[config.mk]
export PLATFORM = sky130hd
export DESIGN_NAME = lcsc_cell
export DESIGN_NICKNAME = d
export VERILOG_FILES = /design/src/rtl/lcsc_pkg.sv /design/src/rtl/lcsc_lut_ram.sv /design/src/rtl/lcsc_cell.sv
export SDC_FILE = /design/constraint.sdc
export NUM_CORES = 1
export LEC_CHECK = 0
export BUFFER_PORTS_ARGS = -buffer_cell sky130_fd_sc_hd__buf_2
export CELL_PAD_IN_SITES_DETAIL_PLACEMENT = 1
export CELL_PAD_IN_SITES_GLOBAL_PLACEMENT = 2
export CORE_UTILIZATION = 33
export CTS_CLUSTER_SIZE = 28
export DETAILED_ROUTE_END_ITERATION = 16
export PLACE_DENSITY_LB_ADDON = 0.05
export RECOVER_POWER = 25
export SYNTH_ARGS = -nofsm -noshare
export SYNTH_HDL_FRONTEND = slang
export SYNTH_HIERARCHICAL = 1
export SYNTH_SLANG_ARGS = --single-unit
[constraint.sdc]
create_clock -name ref_clk_in -period 8.9 [get_ports ref_clk_in]
set_input_delay 1.335 -clock ref_clk_in [delete_from_list [all_inputs] [get_ports ref_clk_in]]
set_output_delay 1.335 -clock ref_clk_in [all_outputs]
set_load 0.02 [all_outputs]
[src/rtl/lcsc_pkg.sv]
// constants shared by the logic cell storage and control block
package lcsc_pkg;

  // index of each internal control signal in the control vector
  localparam logic [1:0] CTL_ENA = 2'h0;
  localparam logic [1:0] CTL_PCLR = 2'h1;
  localparam logic [1:0] CTL_DIN = 2'h2;
  localparam logic [1:0] CTL_TL1 = 2'h3;
  localparam int CTL_N = 4;
  localparam int CTL_SEL_W = 2;

  // storage element data sources
  localparam logic [1:0] DSEL_F = 2'h0;
  localparam logic [1:0] DSEL_G = 2'h1;
  localparam logic [1:0] DSEL_H = 2'h2;
  localparam logic [1:0] DSEL_DIN = 2'h3;

  // lookup table modes of the two four-input generators
  localparam logic [1:0] RAM_LOGIC = 2'h0;
  localparam logic [1:0] RAM_16X2 = 2'h1;
  localparam logic [1:0] RAM_32X1 = 2'h2;
  localparam logic [1:0] RAM_DUAL = 2'h3;

  // lookup table geometry
  localparam int LUT_AW = 4;
  localparam int H_TT_W = 8;

  // preset/clear value codes; reset is the default
  localparam logic INIT_RESET = 1'h0;
  localparam logic INIT_SET = 1'h1;

  // generator selects for the two function outputs
  localparam logic OSEL_FG = 1'h0;
  localparam logic OSEL_H = 1'h1;

endpackage

[src/rtl/lcsc_lut_ram.sv]
// one four-input lookup table usable as a 16x1 writable memory
`timescale 1ns/1ps
module lcsc_lut_ram #(
  parameter int AW = 4
) (
  input wire logic ref_clk_in,
  input wire logic rstn_in,
  input wire logic ce_in,
  input wire logic wr_en_in,
  input wire logic [AW-1:0] wr_addr_in,
  input wire logic wr_data_in,
  input wire logic [AW-1:0] rd_addr_in,
  output logic rd_data_out
);

  localparam int DEPTH = 1 << AW;

  // table contents, one bit per address
  logic [DEPTH-1:0] cell_ff;

  // refuse sizes the flat bit vector cannot sensibly hold
  if (AW < 1 || AW > 8) begin : bad_aw
    $error("lcsc_lut_ram: AW must lie in 1..8");
  end

  // write port; contents clear at power-up
  always_ff @(posedge ref_clk_in) begin
    if (!rstn_in) begin
      cell_ff <= '0;
    end else if (ce_in && wr_en_in) begin
      cell_ff[wr_addr_in] <= wr_data_in;
    end
  end

  // read is a plain mux, same delay as logic use
  assign rd_data_out = cell_ff[rd_addr_in];

endmodule

[src/rtl/lcsc_cell.sv]
// storage and control portion of one programmable logic cell
//
// Summary of operation
// - one bit per element picks set or reset for all three sources.
// - set/reset choice and local enable are separate per element.
// - local preset/clear acts when high; no polarity option.
// - global preset/clear and power-up force the configured value.
// - local and global preset/clear drive the same configured value.
// - element data comes from F, G, H generators or direct-in.
// - each registered output can bypass to any control pin.
// - any control pin can feed any internal control signal.
// - logic mode controls: enable, preset/clear or h in 0, DIN, h in 1.
// - memory mode controls: enable, write enable, data, data or addr4.
// - generators act as RAM in 16x2, 32x1 or dual 16x1 form.
// - edge write and dual port are chosen per cell.
// - RAM read is combinational like logic; write is on the clock edge or, in level mode, while WE is high.
// - elements work as registers while generators do other work.
// - unconnected controls read low, enable reads high; reset default.
// - shared cell clock and high enable; clock invert per element.
// - flip-flop captures on active edge with enable high, else holds.
// - either element may be a latch on the same clock and enable.
`timescale 1ns/1ps
module lcsc_cell #(
  parameter int LUT_AW = lcsc_pkg::LUT_AW
) (
  input wire logic ref_clk_in,
  input wire logic rstn_in,
  input wire logic ce_in,
  input wire logic cell_clk_in,
  input wire logic [3:0] cell_control_pins_in,
  input wire logic [3:0] ctl_connected_in,
  input wire logic [7:0] cfg_ctl_map_in,
  input wire logic [LUT_AW-1:0] f_in,
  input wire logic [LUT_AW-1:0] g_in,
  input wire logic global_preset_clear_in,
  input wire logic [1:0] cfg_init_in,
  input wire logic [1:0] cfg_sr_en_in,
  input wire logic [1:0] cfg_clk_inv_in,
  input wire logic [1:0] cfg_latch_in,
  input wire logic [1:0] cfg_dsel_a_in,
  input wire logic [1:0] cfg_dsel_b_in,
  input wire logic [1:0] cfg_byp_in,
  input wire logic [1:0] cfg_byp_pin_a_in,
  input wire logic [1:0] cfg_byp_pin_b_in,
  input wire logic cfg_h0_ext_in,
  input wire logic cfg_h2_ext_in,
  input wire logic [7:0] cfg_h_table_in,
  input wire logic cfg_xsel_in,
  input wire logic cfg_ysel_in,
  input wire logic [1:0] cfg_ram_mode_in,
  input wire logic cfg_ram_f_in,
  input wire logic cfg_ram_g_in,
  input wire logic cfg_edge_wr_in,
  input wire logic cfg_wclk_inv_in,
  input wire logic cfg_lut_wr_in,
  input wire logic cfg_lut_sel_in,
  input wire logic [LUT_AW-1:0] cfg_lut_addr_in,
  input wire logic cfg_lut_data_in,
  output logic x_out,
  output logic y_out,
  output logic reg_out_a_out,
  output logic reg_out_b_out
);

  // the control vector and config ports are laid out for four controls
  if (lcsc_pkg::CTL_N != 4 || lcsc_pkg::H_TT_W != 8) begin : bad_ctl
    $error("lcsc_cell: control and H table widths are fixed");
  end
  if (LUT_AW < 1 || LUT_AW > 8) begin : bad_aw
    $error("lcsc_cell: LUT_AW must lie in 1..8");
  end

  // pick one of the four control pins by a two-bit select
  function automatic logic pick_pin(input logic [3:0] pins,
                                    input logic [1:0] sel);
    return pins[sel];
  endfunction

  // storage element data source mux
  function automatic logic pick_data(input logic [1:0] sel,
                                     input logic f, input logic g,
                                     input logic h, input logic din);
    logic v;
    v = f;
    unique case (sel)
      lcsc_pkg::DSEL_F: v = f;
      lcsc_pkg::DSEL_G: v = g;
      lcsc_pkg::DSEL_H: v = h;
      lcsc_pkg::DSEL_DIN: v = din;
    endcase
    return v;
  endfunction

  // next value of a flip-flop or latch, ignoring preset/clear
  function automatic logic store_next(input logic q, input logic d,
                                      input logic clk_now,
                                      input logic clk_was,
                                      input logic latch,
                                      input logic en);
    logic v;
    v = q;
    if (en) begin
      if (latch) begin
        if (!clk_now) begin
          v = d;
        end
      end else if (clk_now && !clk_was) begin
        v = d;
      end
    end
    return v;
  endfunction

  // internal control signals and generator nets
  logic [3:0] ctl;
  logic ram_on;
  logic deep;
  logic dual;
  logic f_rd;
  logic g_rd;
  logic f_prime;
  logic g_prime;
  logic h_prime;
  logic tl_in0;
  logic tl_in2;
  logic [LUT_AW-1:0] g_rd_addr;
  logic [LUT_AW-1:0] g_wr_addr;
  logic wclk_now;
  logic wclk_was;
  logic wr_fire;
  logic f_wr;
  logic g_wr;
  logic f_wdat;
  logic g_wdat;
  logic [LUT_AW-1:0] f_waddr;
  logic [LUT_AW-1:0] g_waddr;
  logic pc_a;
  logic pc_b;
  logic d_a;
  logic d_b;
  logic nxt_q_a;
  logic nxt_q_b;
  logic clk_prev_ff;
  logic q_a_ff;
  logic q_b_ff;

  // pin to control routing; an unrouted enable reads high, others low
  always_comb begin
    for (int i = 0; i < 4; i++) begin
      if (ctl_connected_in[i]) begin
        ctl[i] = pick_pin(cell_control_pins_in,
                          cfg_ctl_map_in[2*i +: 2]);
      end else begin
        ctl[i] = (2'(i) == lcsc_pkg::CTL_ENA);
      end
    end
  end

  // mode decode; in memory mode the preset/clear line is write enable
  assign ram_on = (cfg_ram_mode_in != lcsc_pkg::RAM_LOGIC);
  assign deep = (cfg_ram_mode_in == lcsc_pkg::RAM_32X1);
  assign dual = (cfg_ram_mode_in == lcsc_pkg::RAM_DUAL);

  // write clock shares the cell clock pin with its own inversion
  assign wclk_now = cell_clk_in ^ cfg_wclk_inv_in;
  assign wclk_was = clk_prev_ff ^ cfg_wclk_inv_in;

  // dual port always writes on the edge; level mode writes while WE high
  always_comb begin
    if (cfg_edge_wr_in || dual) begin
      wr_fire = ctl[lcsc_pkg::CTL_PCLR] && wclk_now && !wclk_was;
    end else begin
      wr_fire = ctl[lcsc_pkg::CTL_PCLR];
    end
  end

  // write steering per memory shape; config loading takes priority
  always_comb begin
    f_wr = 1'h0;
    g_wr = 1'h0;
    f_wdat = ctl[lcsc_pkg::CTL_DIN];
    g_wdat = ctl[lcsc_pkg::CTL_TL1];
    f_waddr = f_in;
    g_waddr = g_wr_addr;
    if (cfg_lut_wr_in) begin
      f_wr = !cfg_lut_sel_in;
      g_wr = cfg_lut_sel_in;
      f_wdat = cfg_lut_data_in;
      g_wdat = cfg_lut_data_in;
      f_waddr = cfg_lut_addr_in;
      g_waddr = cfg_lut_addr_in;
    end else if (ram_on && wr_fire) begin
      unique case (cfg_ram_mode_in)
        lcsc_pkg::RAM_16X2: begin
          f_wr = cfg_ram_f_in;
          g_wr = cfg_ram_g_in;
        end
        lcsc_pkg::RAM_32X1: begin
          // fifth address bit picks the half to write
          f_wr = !ctl[lcsc_pkg::CTL_TL1];
          g_wr = ctl[lcsc_pkg::CTL_TL1];
          g_wdat = ctl[lcsc_pkg::CTL_DIN];
        end
        lcsc_pkg::RAM_DUAL: begin
          // both tables take the same word at the F address
          f_wr = 1'h1;
          g_wr = 1'h1;
          g_wdat = ctl[lcsc_pkg::CTL_DIN];
        end
        default: begin
          f_wr = 1'h0;
          g_wr = 1'h0;
        end
      endcase
    end
  end

  // deep mode shares the F address; dual reads G at its own pins
  assign g_rd_addr = deep ? f_in : g_in;
  assign g_wr_addr = (deep || dual) ? f_in : g_in;

  // the F generator table
  lcsc_lut_ram #(
    .AW(LUT_AW)
  ) u_f_lut (
    .ref_clk_in(ref_clk_in),
    .rstn_in(rstn_in),
    .ce_in(ce_in),
    .wr_en_in(f_wr),
    .wr_addr_in(f_waddr),
    .wr_data_in(f_wdat),
    .rd_addr_in(f_in),
    .rd_data_out(f_rd)
  );

  // the G generator table
  lcsc_lut_ram #(
    .AW(LUT_AW)
  ) u_g_lut (
    .ref_clk_in(ref_clk_in),
    .rstn_in(rstn_in),
    .ce_in(ce_in),
    .wr_en_in(g_wr),
    .wr_addr_in(g_waddr),
    .wr_data_in(g_wdat),
    .rd_addr_in(g_rd_addr),
    .rd_data_out(g_rd)
  );

  // generator outputs; deep mode folds both halves onto F
  assign f_prime = (deep && ctl[lcsc_pkg::CTL_TL1]) ? g_rd : f_rd;
  assign g_prime = g_rd;

  // third generator inputs; preset/clear line is write enable in memory
  assign tl_in0 = (cfg_h0_ext_in && !ram_on) ?
                  ctl[lcsc_pkg::CTL_PCLR] : f_prime;
  assign tl_in2 = cfg_h2_ext_in ? ctl[lcsc_pkg::CTL_DIN] : g_prime;
  assign h_prime = cfg_h_table_in[{tl_in2, ctl[lcsc_pkg::CTL_TL1], tl_in0}];

  // combinational function outputs
  assign x_out = (cfg_xsel_in == lcsc_pkg::OSEL_H) ? h_prime : f_prime;
  assign y_out = (cfg_ysel_in == lcsc_pkg::OSEL_H) ? h_prime : g_prime;

  // element data; generators stay free for other work
  assign d_a = pick_data(cfg_dsel_a_in, f_prime, g_prime, h_prime,
                         ctl[lcsc_pkg::CTL_DIN]);
  assign d_b = pick_data(cfg_dsel_b_in, f_prime, g_prime, h_prime,
                         ctl[lcsc_pkg::CTL_DIN]);

  // local line only counts in logic mode and when enabled per element;
  // no inverter exists on it, a high level asserts
  assign pc_a = (cfg_sr_en_in[0] && !ram_on &&
                 ctl[lcsc_pkg::CTL_PCLR]) || global_preset_clear_in;
  assign pc_b = (cfg_sr_en_in[1] && !ram_on &&
                 ctl[lcsc_pkg::CTL_PCLR]) || global_preset_clear_in;

  // shared clock and enable, clock inverted per element
  always_comb begin
    nxt_q_a = store_next(q_a_ff, d_a,
                         cell_clk_in ^ cfg_clk_inv_in[0],
                         clk_prev_ff ^ cfg_clk_inv_in[0],
                         cfg_latch_in[0],
                         ctl[lcsc_pkg::CTL_ENA]);
    nxt_q_b = store_next(q_b_ff, d_b,
                         cell_clk_in ^ cfg_clk_inv_in[1],
                         clk_prev_ff ^ cfg_clk_inv_in[1],
                         cfg_latch_in[1],
                         ctl[lcsc_pkg::CTL_ENA]);
    // preset/clear beats clock, enable and data
    if (pc_a) begin
      nxt_q_a = cfg_init_in[0];
    end
    if (pc_b) begin
      nxt_q_b = cfg_init_in[1];
    end
  end

  // last sampled cell clock, for edge detection
  always_ff @(posedge ref_clk_in) begin
    if (!rstn_in) begin
      clk_prev_ff <= 1'h0;
    end else if (ce_in) begin
      clk_prev_ff <= cell_clk_in;
    end
  end

  // element a; power-up loads the configured value, not a constant,
  // because one bit serves power-up, global and local alike
  always_ff @(posedge ref_clk_in) begin
    if (!rstn_in) begin
      q_a_ff <= cfg_init_in[0];
    end else if (ce_in) begin
      q_a_ff <= nxt_q_a;
    end
  end

  // element b
  always_ff @(posedge ref_clk_in) begin
    if (!rstn_in) begin
      q_b_ff <= cfg_init_in[1];
    end else if (ce_in) begin
      q_b_ff <= nxt_q_b;
    end
  end

  // feed-through muxes; bypass is pure wiring so adds no delay
  assign reg_out_a_out = cfg_byp_in[0] ?
    pick_pin(cell_control_pins_in, cfg_byp_pin_a_in) : q_a_ff;
  assign reg_out_b_out = cfg_byp_in[1] ?
    pick_pin(cell_control_pins_in, cfg_byp_pin_b_in) : q_b_ff;

endmodule

After elaboration in Yosys (flattened, before gate mapping)
Index checks and enable logic that the tools add are counted.
{ "totals": {"ff_bits": 35, "output_inout_bits": 4} }
{ "op_classes": {"order_cmp": 13, "n_eq_ne": 16, "muxes": 66, "bitwise": 6, "reduce_logical": 31} }
{ "op_table": {"columns": ["cell", "count"], "rows": [
  ["two-way mux 1 bit", 45],
  ["bitwise mux 16 bit", 2],
  ["< comparator 4 x 5 -> 1 bit (second input constant)", 4],
  ["< comparator 2 x 3 -> 1 bit (second input constant)", 6],
  ["two-way mux 4 bit", 4],
  ["logical AND 1 bit", 15],
  ["binary-select mux 1 bit (select 2 bit)", 6],
  ["equality test 2 bit (second input constant)", 6],
  ["binary-select mux 1 bit (select 4 bit)", 2],
  ["demux 1 bit (select 4 bit)", 2],
  [">= comparator 4 x 1 -> 1 bit (second input constant)", 2],
  ["!= test 4 x 1 -> 1 bit (second input constant)", 2],
  ["!= test 4 bit (second input constant)", 2],
  ["case mux 1 bit (4 select lines)", 2],
  ["AND reduction 4 bit", 2],
  ["equality test 2 x 1 -> 1 bit (second input constant)", 3],
  ["zero test 1 bit", 6],
  ["!= test 3 x 1 -> 1 bit (second input constant)", 2],
  ["case mux 1 bit (3 select lines)", 2],
  ["bitwise XOR 1 bit", 6],
  ["zero test 2 bit", 2],
  ["logical OR 1 bit", 4],
  ["< comparator 3 x 4 -> 1 bit (second input constant)", 1],
  ["binary-select mux 1 bit (select 3 bit)", 1],
  ["other kinds (3)", 3]
]} }

Logic depth before layout (Yosys ltp)
{ "depth": {"ltp_word": 15, "mapped_depth": 12, "ltp_nobuf": 10} }

By module
Netlist, hierarchy kept.
{ "by_module_without_submodules": {"columns": ["module", "n_inst", "cells_each", "area_each_um2"], "rows": [
  ["lcsc_lut_ram", 2, 92, 842.1],
  ["lcsc_cell", 1, 139, 1043.5]
]} }

Worst setup path after synthesis
OpenSTA, ideal clock, no wires.
{ "synth_path": {"kind": "input to output", "startpoint": "input port cfg_ram_mode_in[0]", "endpoint": "output port x_out", "arrival_time_ns": 4.231, "required_time_ns": 7.565, "setup_slack_ns": 3.334, "stages": 12, "path_cell_list": "buf_2 -> nor2b_1 -> clkbuf_1 -> mux2_2 -> mux4_1 -> mux2i_1 -> mux2i_1 -> nor2b_1 -> a211oi_1 -> a211oi_1 -> or3b_4 -> a31oi_1"} }
{ "synth_between": {"elab_chain_len": 9, "elab_cells_between_ends": 14, "cone_classes": "eq/ne (1); mux (9); reduce/logical (4)"} }
{ "synth_rtl": {"columns": ["element", "line", "text"], "rows": [
  ["from (decl)", "lcsc_cell.sv:50", "input wire logic [1:0] cfg_ram_mode_in,"],
  ["equality test 2 bit (*)", "lcsc_cell.sv:161", "assign deep = (cfg_ram_mode_in == lcsc_pkg::RAM_32X1);"],
  ["two-way mux 4 bit (*)", "lcsc_cell.sv:219", "assign g_rd_addr = deep ? f_in : g_in;"],
  ["net g_rd_addr[0]", "lcsc_cell.sv:126", "logic [LUT_AW-1:0] g_rd_addr;"],
  ["binary-select mux 1 bit (select 4 bit) (*)", "lcsc_lut_ram.sv:36", "assign rd_data_out = cell_ff[rd_addr_in];"],
  ["two-way mux 1 bit (implied by the code) (*)", "lcsc_lut_ram.sv:36", null],
  ["net g_prime", "lcsc_cell.sv:122", "logic g_prime;"],
  ["two-way mux 1 bit", "lcsc_cell.sv:251", "assign f_prime = (deep && ctl[lcsc_pkg::CTL_TL1]) ? g_rd : f_rd;"],
  ["two-way mux 1 bit", "lcsc_cell.sv:255", "assign tl_in0 = (cfg_h0_ext_in && !ram_on) ?"],
  ["binary-select mux 1 bit (select 3 bit)", "lcsc_cell.sv:258", "assign h_prime = cfg_h_table_in[{tl_in2, ctl[lcsc_pkg::CTL_TL1], tl_in0}];"],
  ["two-way mux 1 bit (implied by the code)", "lcsc_cell.sv:258", null],
  ["two-way mux 1 bit (*)", "lcsc_cell.sv:261", "assign x_out = (cfg_xsel_in == lcsc_pkg::OSEL_H) ? h_prime : f_prime;"],
  ["to (decl)", "lcsc_cell.sv:59", "output logic x_out,"]
]} }
Mark *: on every way through the listed nets, which the timed path passes. The rest lies on a longest branch. The select of a mux whose other input is x is not followed.

Worst setup path in the final report
{ "layout_path": {"startpoint": "input port cfg_ram_mode_in[1]", "endpoint": "output port x_out"} }
The elaborated chain is that of the path after synthesis.

==> impl_results.md <==
* Status: complete, no violations
* Detailed Route WL at between 9000 and 10000 µm
* WL/cell at about 19 µm
* Fill cells at between 900 and 1000
* Share of layout cells above drive strength 1 at 25.1%
* Max VDD drop at between 0.06 and 0.07 mV
* Max Root-Sink Buffers at 2
* Leakage at approximately 1.3 nW
* Family with the most delay on the worst path: simple AND/OR/NAND/NOR gates
* Commonest cells after routing, fill and taps aside: 73 x buf_2, 45 x o21ai_0, 35 x a21oi_1
* Multi-input combinational cell area at between 1500 and 2000 µm²
* R2R Path End: u_f_lut/cell_ff[9]$_SDFFE_PN0P_
* Crit. End Element: output pin
* Setup Buffers After CTS at 0
* Clk_lat worst skew at ~0.30 ns
* Worst Reg2Reg Path Length in Cells at 7
* Number of global-route vias before repair at approximately 2900
* Detailed-route via count at about 2900
* Worst Clk Skew at around 0.0065 ns
* Initial antenna violation count at 0
* Syn_area_per_cell at 8.44 µm²
* Slowest stage delay, CP at between 0.5 and 0.6 ns
* Achievable frequency at between 0.15 and 0.2 GHz
* R2r setup slk at roughly 6.3 ns
* Largest net degree at the start of global routing at 20
* Die height at 92.9 µm
* Congestion Overflow GR at 0
* CTS Buf Count at 5
* Post-synth EDFFs at 2
* WP depth at 12
* Most common cell after layout, fill and taps aside: buf_2
* Post-Syn Instances at ~320
* Worst-path fanout max at 11
* CP Launch Type: primary input
* Worst-path cell chain: clkbuf_1, nor2b_1, mux2_2, mux4_1, mux2i_1, mux2i_1, nor2b_1, a21o_1, a211oi_1, or3b_4, a31oi_1, buf_2
* I/O Buffers at 75
* Tightest Hold Check Type: register to register
* CTS clk-pin slew, worst paths at around 0.070 ns
* Initial Util at between 30% and 40%
* RSZ-0062 raised after global routing: no
* Hold WS at around 0.48 ns
* Row count at 32
* N_diodes at 0
* Bufs and invs on worst path at 2
* Slew Viols, Final at 0
* Die area at around 8600 µm²
* Rel. slew slack at between 20% and 30%
* Pwr Density at 121 nW/µm²
* Clk sinks at 35
* Sequential cell area at a little over 700 µm²
* Core area at 7850 µm²
* Uppermost layer routed: met4
* Post-Layout Cell Count at between 400 and 500
* Synth top area share at approximately 24%
* Yosys warnings at 6
* Critical R2R Launch: clk_prev_ff$_SDFFE_PN0P_
* Ranking of synthesized cells by area: dfxtp_1 24%, mux4_1 12%, o21ai_0 8.4%
* CP Launch Point: cfg_ram_mode_in[1]
* Metal3 WL at 374 µm
* Final hold violations at 0
* Initial DRC Count at 66
* Final setup violation count at 0
* 1st-pass router iterations at 4
* Post-route ant nets at 0
* Post-Place Setup Slack at between 2 and 3 ns
* Post-Syn Area at about 2700 µm²
* Layout Nets at about 470
* Setup TNS at 0 ns
* H-tree depth at 2
* RePlAce Congestion at 0.840
* Clock root cell: clkbuf_8
* PnR Total Power at ~0.00040 W
* Dominant synthesized flop cell: dfxtp_1
* CTS tree: done
* Slew @ Worst Pin at 1.15 ns
* Yosys cell types at 40
* Synth async-reset ratio at 0%
* Post-synthesis register bit count at 35
* Setup WS post-layout at approximately 2.6 ns
* CP arrival at 4.96 ns
* # resized after CTS at 0
* Max-Cap Viols at 0
* Routed met1 length at approximately 4300 µm
* DRC Markers at 0
* Syn_nets at roughly 400
* Fin crit share at a little over two thirds
* Post-CTS Hold Buffers at 0
* Slowest CP cell: nor2b_1
* Sequential-to-total area share from yosys stat at approximately a quarter
* Post-Place Cells at about 490
* DP HPWL at ~7500 µm
* Global-route wire length before repair at 15000 µm
* WL met2 at 4660 µm
* Critical Path Sink: x_out
* Ports at 76
* Layout area overhead at 20.5%
* Type of the worst setup path: primary input to output pin
* Vias/cell at a little under 6
* Cell taking the most area after synthesis: dfxtp_1
* Total GRT Usage at 22.5%
* Final min period at 6.30 ns
* Die Span X at 92.9 µm
* CP required at 7.57 ns
worst min-delay path by stage:
stage	from	end	slack, ns	cells after the start
floorplan	u_f_lut/cell_ff[1]$_SDFFE_PN0P_	u_f_lut/cell_ff[1]$_SDFFE_PN0P_	0.45	2
global placement	u_f_lut/cell_ff[3]$_SDFFE_PN0P_	u_f_lut/cell_ff[3]$_SDFFE_PN0P_	0.46	2
detailed placement	u_f_lut/cell_ff[11]$_SDFFE_PN0P_	u_f_lut/cell_ff[11]$_SDFFE_PN0P_	0.47	2
CTS	u_f_lut/cell_ff[11]$_SDFFE_PN0P_	u_f_lut/cell_ff[11]$_SDFFE_PN0P_	0.48	2
global route	u_f_lut/cell_ff[8]$_SDFFE_PN0P_	u_f_lut/cell_ff[8]$_SDFFE_PN0P_	0.50	2
finish	u_f_lut/cell_ff[11]$_SDFFE_PN0P_	u_f_lut/cell_ff[11]$_SDFFE_PN0P_	0.48	2
cells by family (layout without fill, tap and decap cells):
| family | after synthesis | count (layout) | share of synthesized area, % |
|---|---|---|---|
| AOI/OAI and AO/OA | 107 | 107 | 22.3 |
| buffers and inverters | 28 | 99 | 4.17 |
| DFF | 35 | 35 | 26.4 |
| muxes | 36 | 36 | 21.6 |
| and+or+nand+nor | 117 | 117 | 25.5 |
cells in the mapped netlist (3+ instances only):
cell / n
a211oi_1: 9
a21oi_1: 35
a31oi_1: 6
and4_1: 3
and4b_1: 4
buf_2: 7
clkbuf_1: 8
dfxtp_1: 33
inv_1: 13
mux2_2: 7
mux2i_1: 15
mux4_1: 12
nand2_1: 16
nand2b_1: 6
nand3_1: 29
nand4_1: 12
nand4b_1: 6
nor2_1: 13
nor2b_1: 10
nor3_1: 4
o21ai_0: 46
state kept, by name (all words and copies together) (netlist names):
signal	flops
q_a_ff	1
q_b_ff	1
clk_prev_ff	1
u_f_lut/cell_ff	16
u_g_lut/cell_ff	16
power by group:
group          switching [W]  total [W]  internal [W]
combinational      0.0000604   0.000101     0.0000407
clock              0.0000638   0.000135     0.0000708
sequential        0.00000115   0.000162      0.000161
total               0.000125   0.000397      0.000272
routing by layer:
metal / vias up / global-route usage (%)
li1: 1405 / -
met1: 1407 / 28.9
met2: 61 / 39.2
met3: 6 / 3.37
met4: 0 / 5.51
met5: - / 0
cell type report:
cell class	instances	area share, %
multi-input combinational	260	57.6
sequential	35	21.9
tap	102	3.88
timing repair buffer	78	12.0
clock buffer	8	3.05
inverter	13	1.49
worst reg2reg max path, stage by stage, from the launching register on:
cell       delay, ns
dfxtp_1         0.44
nand3b_1        0.10
o21ai_0         0.13
o2111ai_1       0.21
o32ai_1         0.80
nand4b_1        0.42
o21ai_0         0.29
a21oi_1         0.09
per-stage QoR:
step,instance area [µm²],util (%)
finish,3290,41.9
CTS,3290,41.9
detailed placement,3190,40.6
global route,3290,41.9
global placement,3190,40.6
floorplan,2730,-
No activity file was read; power rests on OpenSTA's default activity.
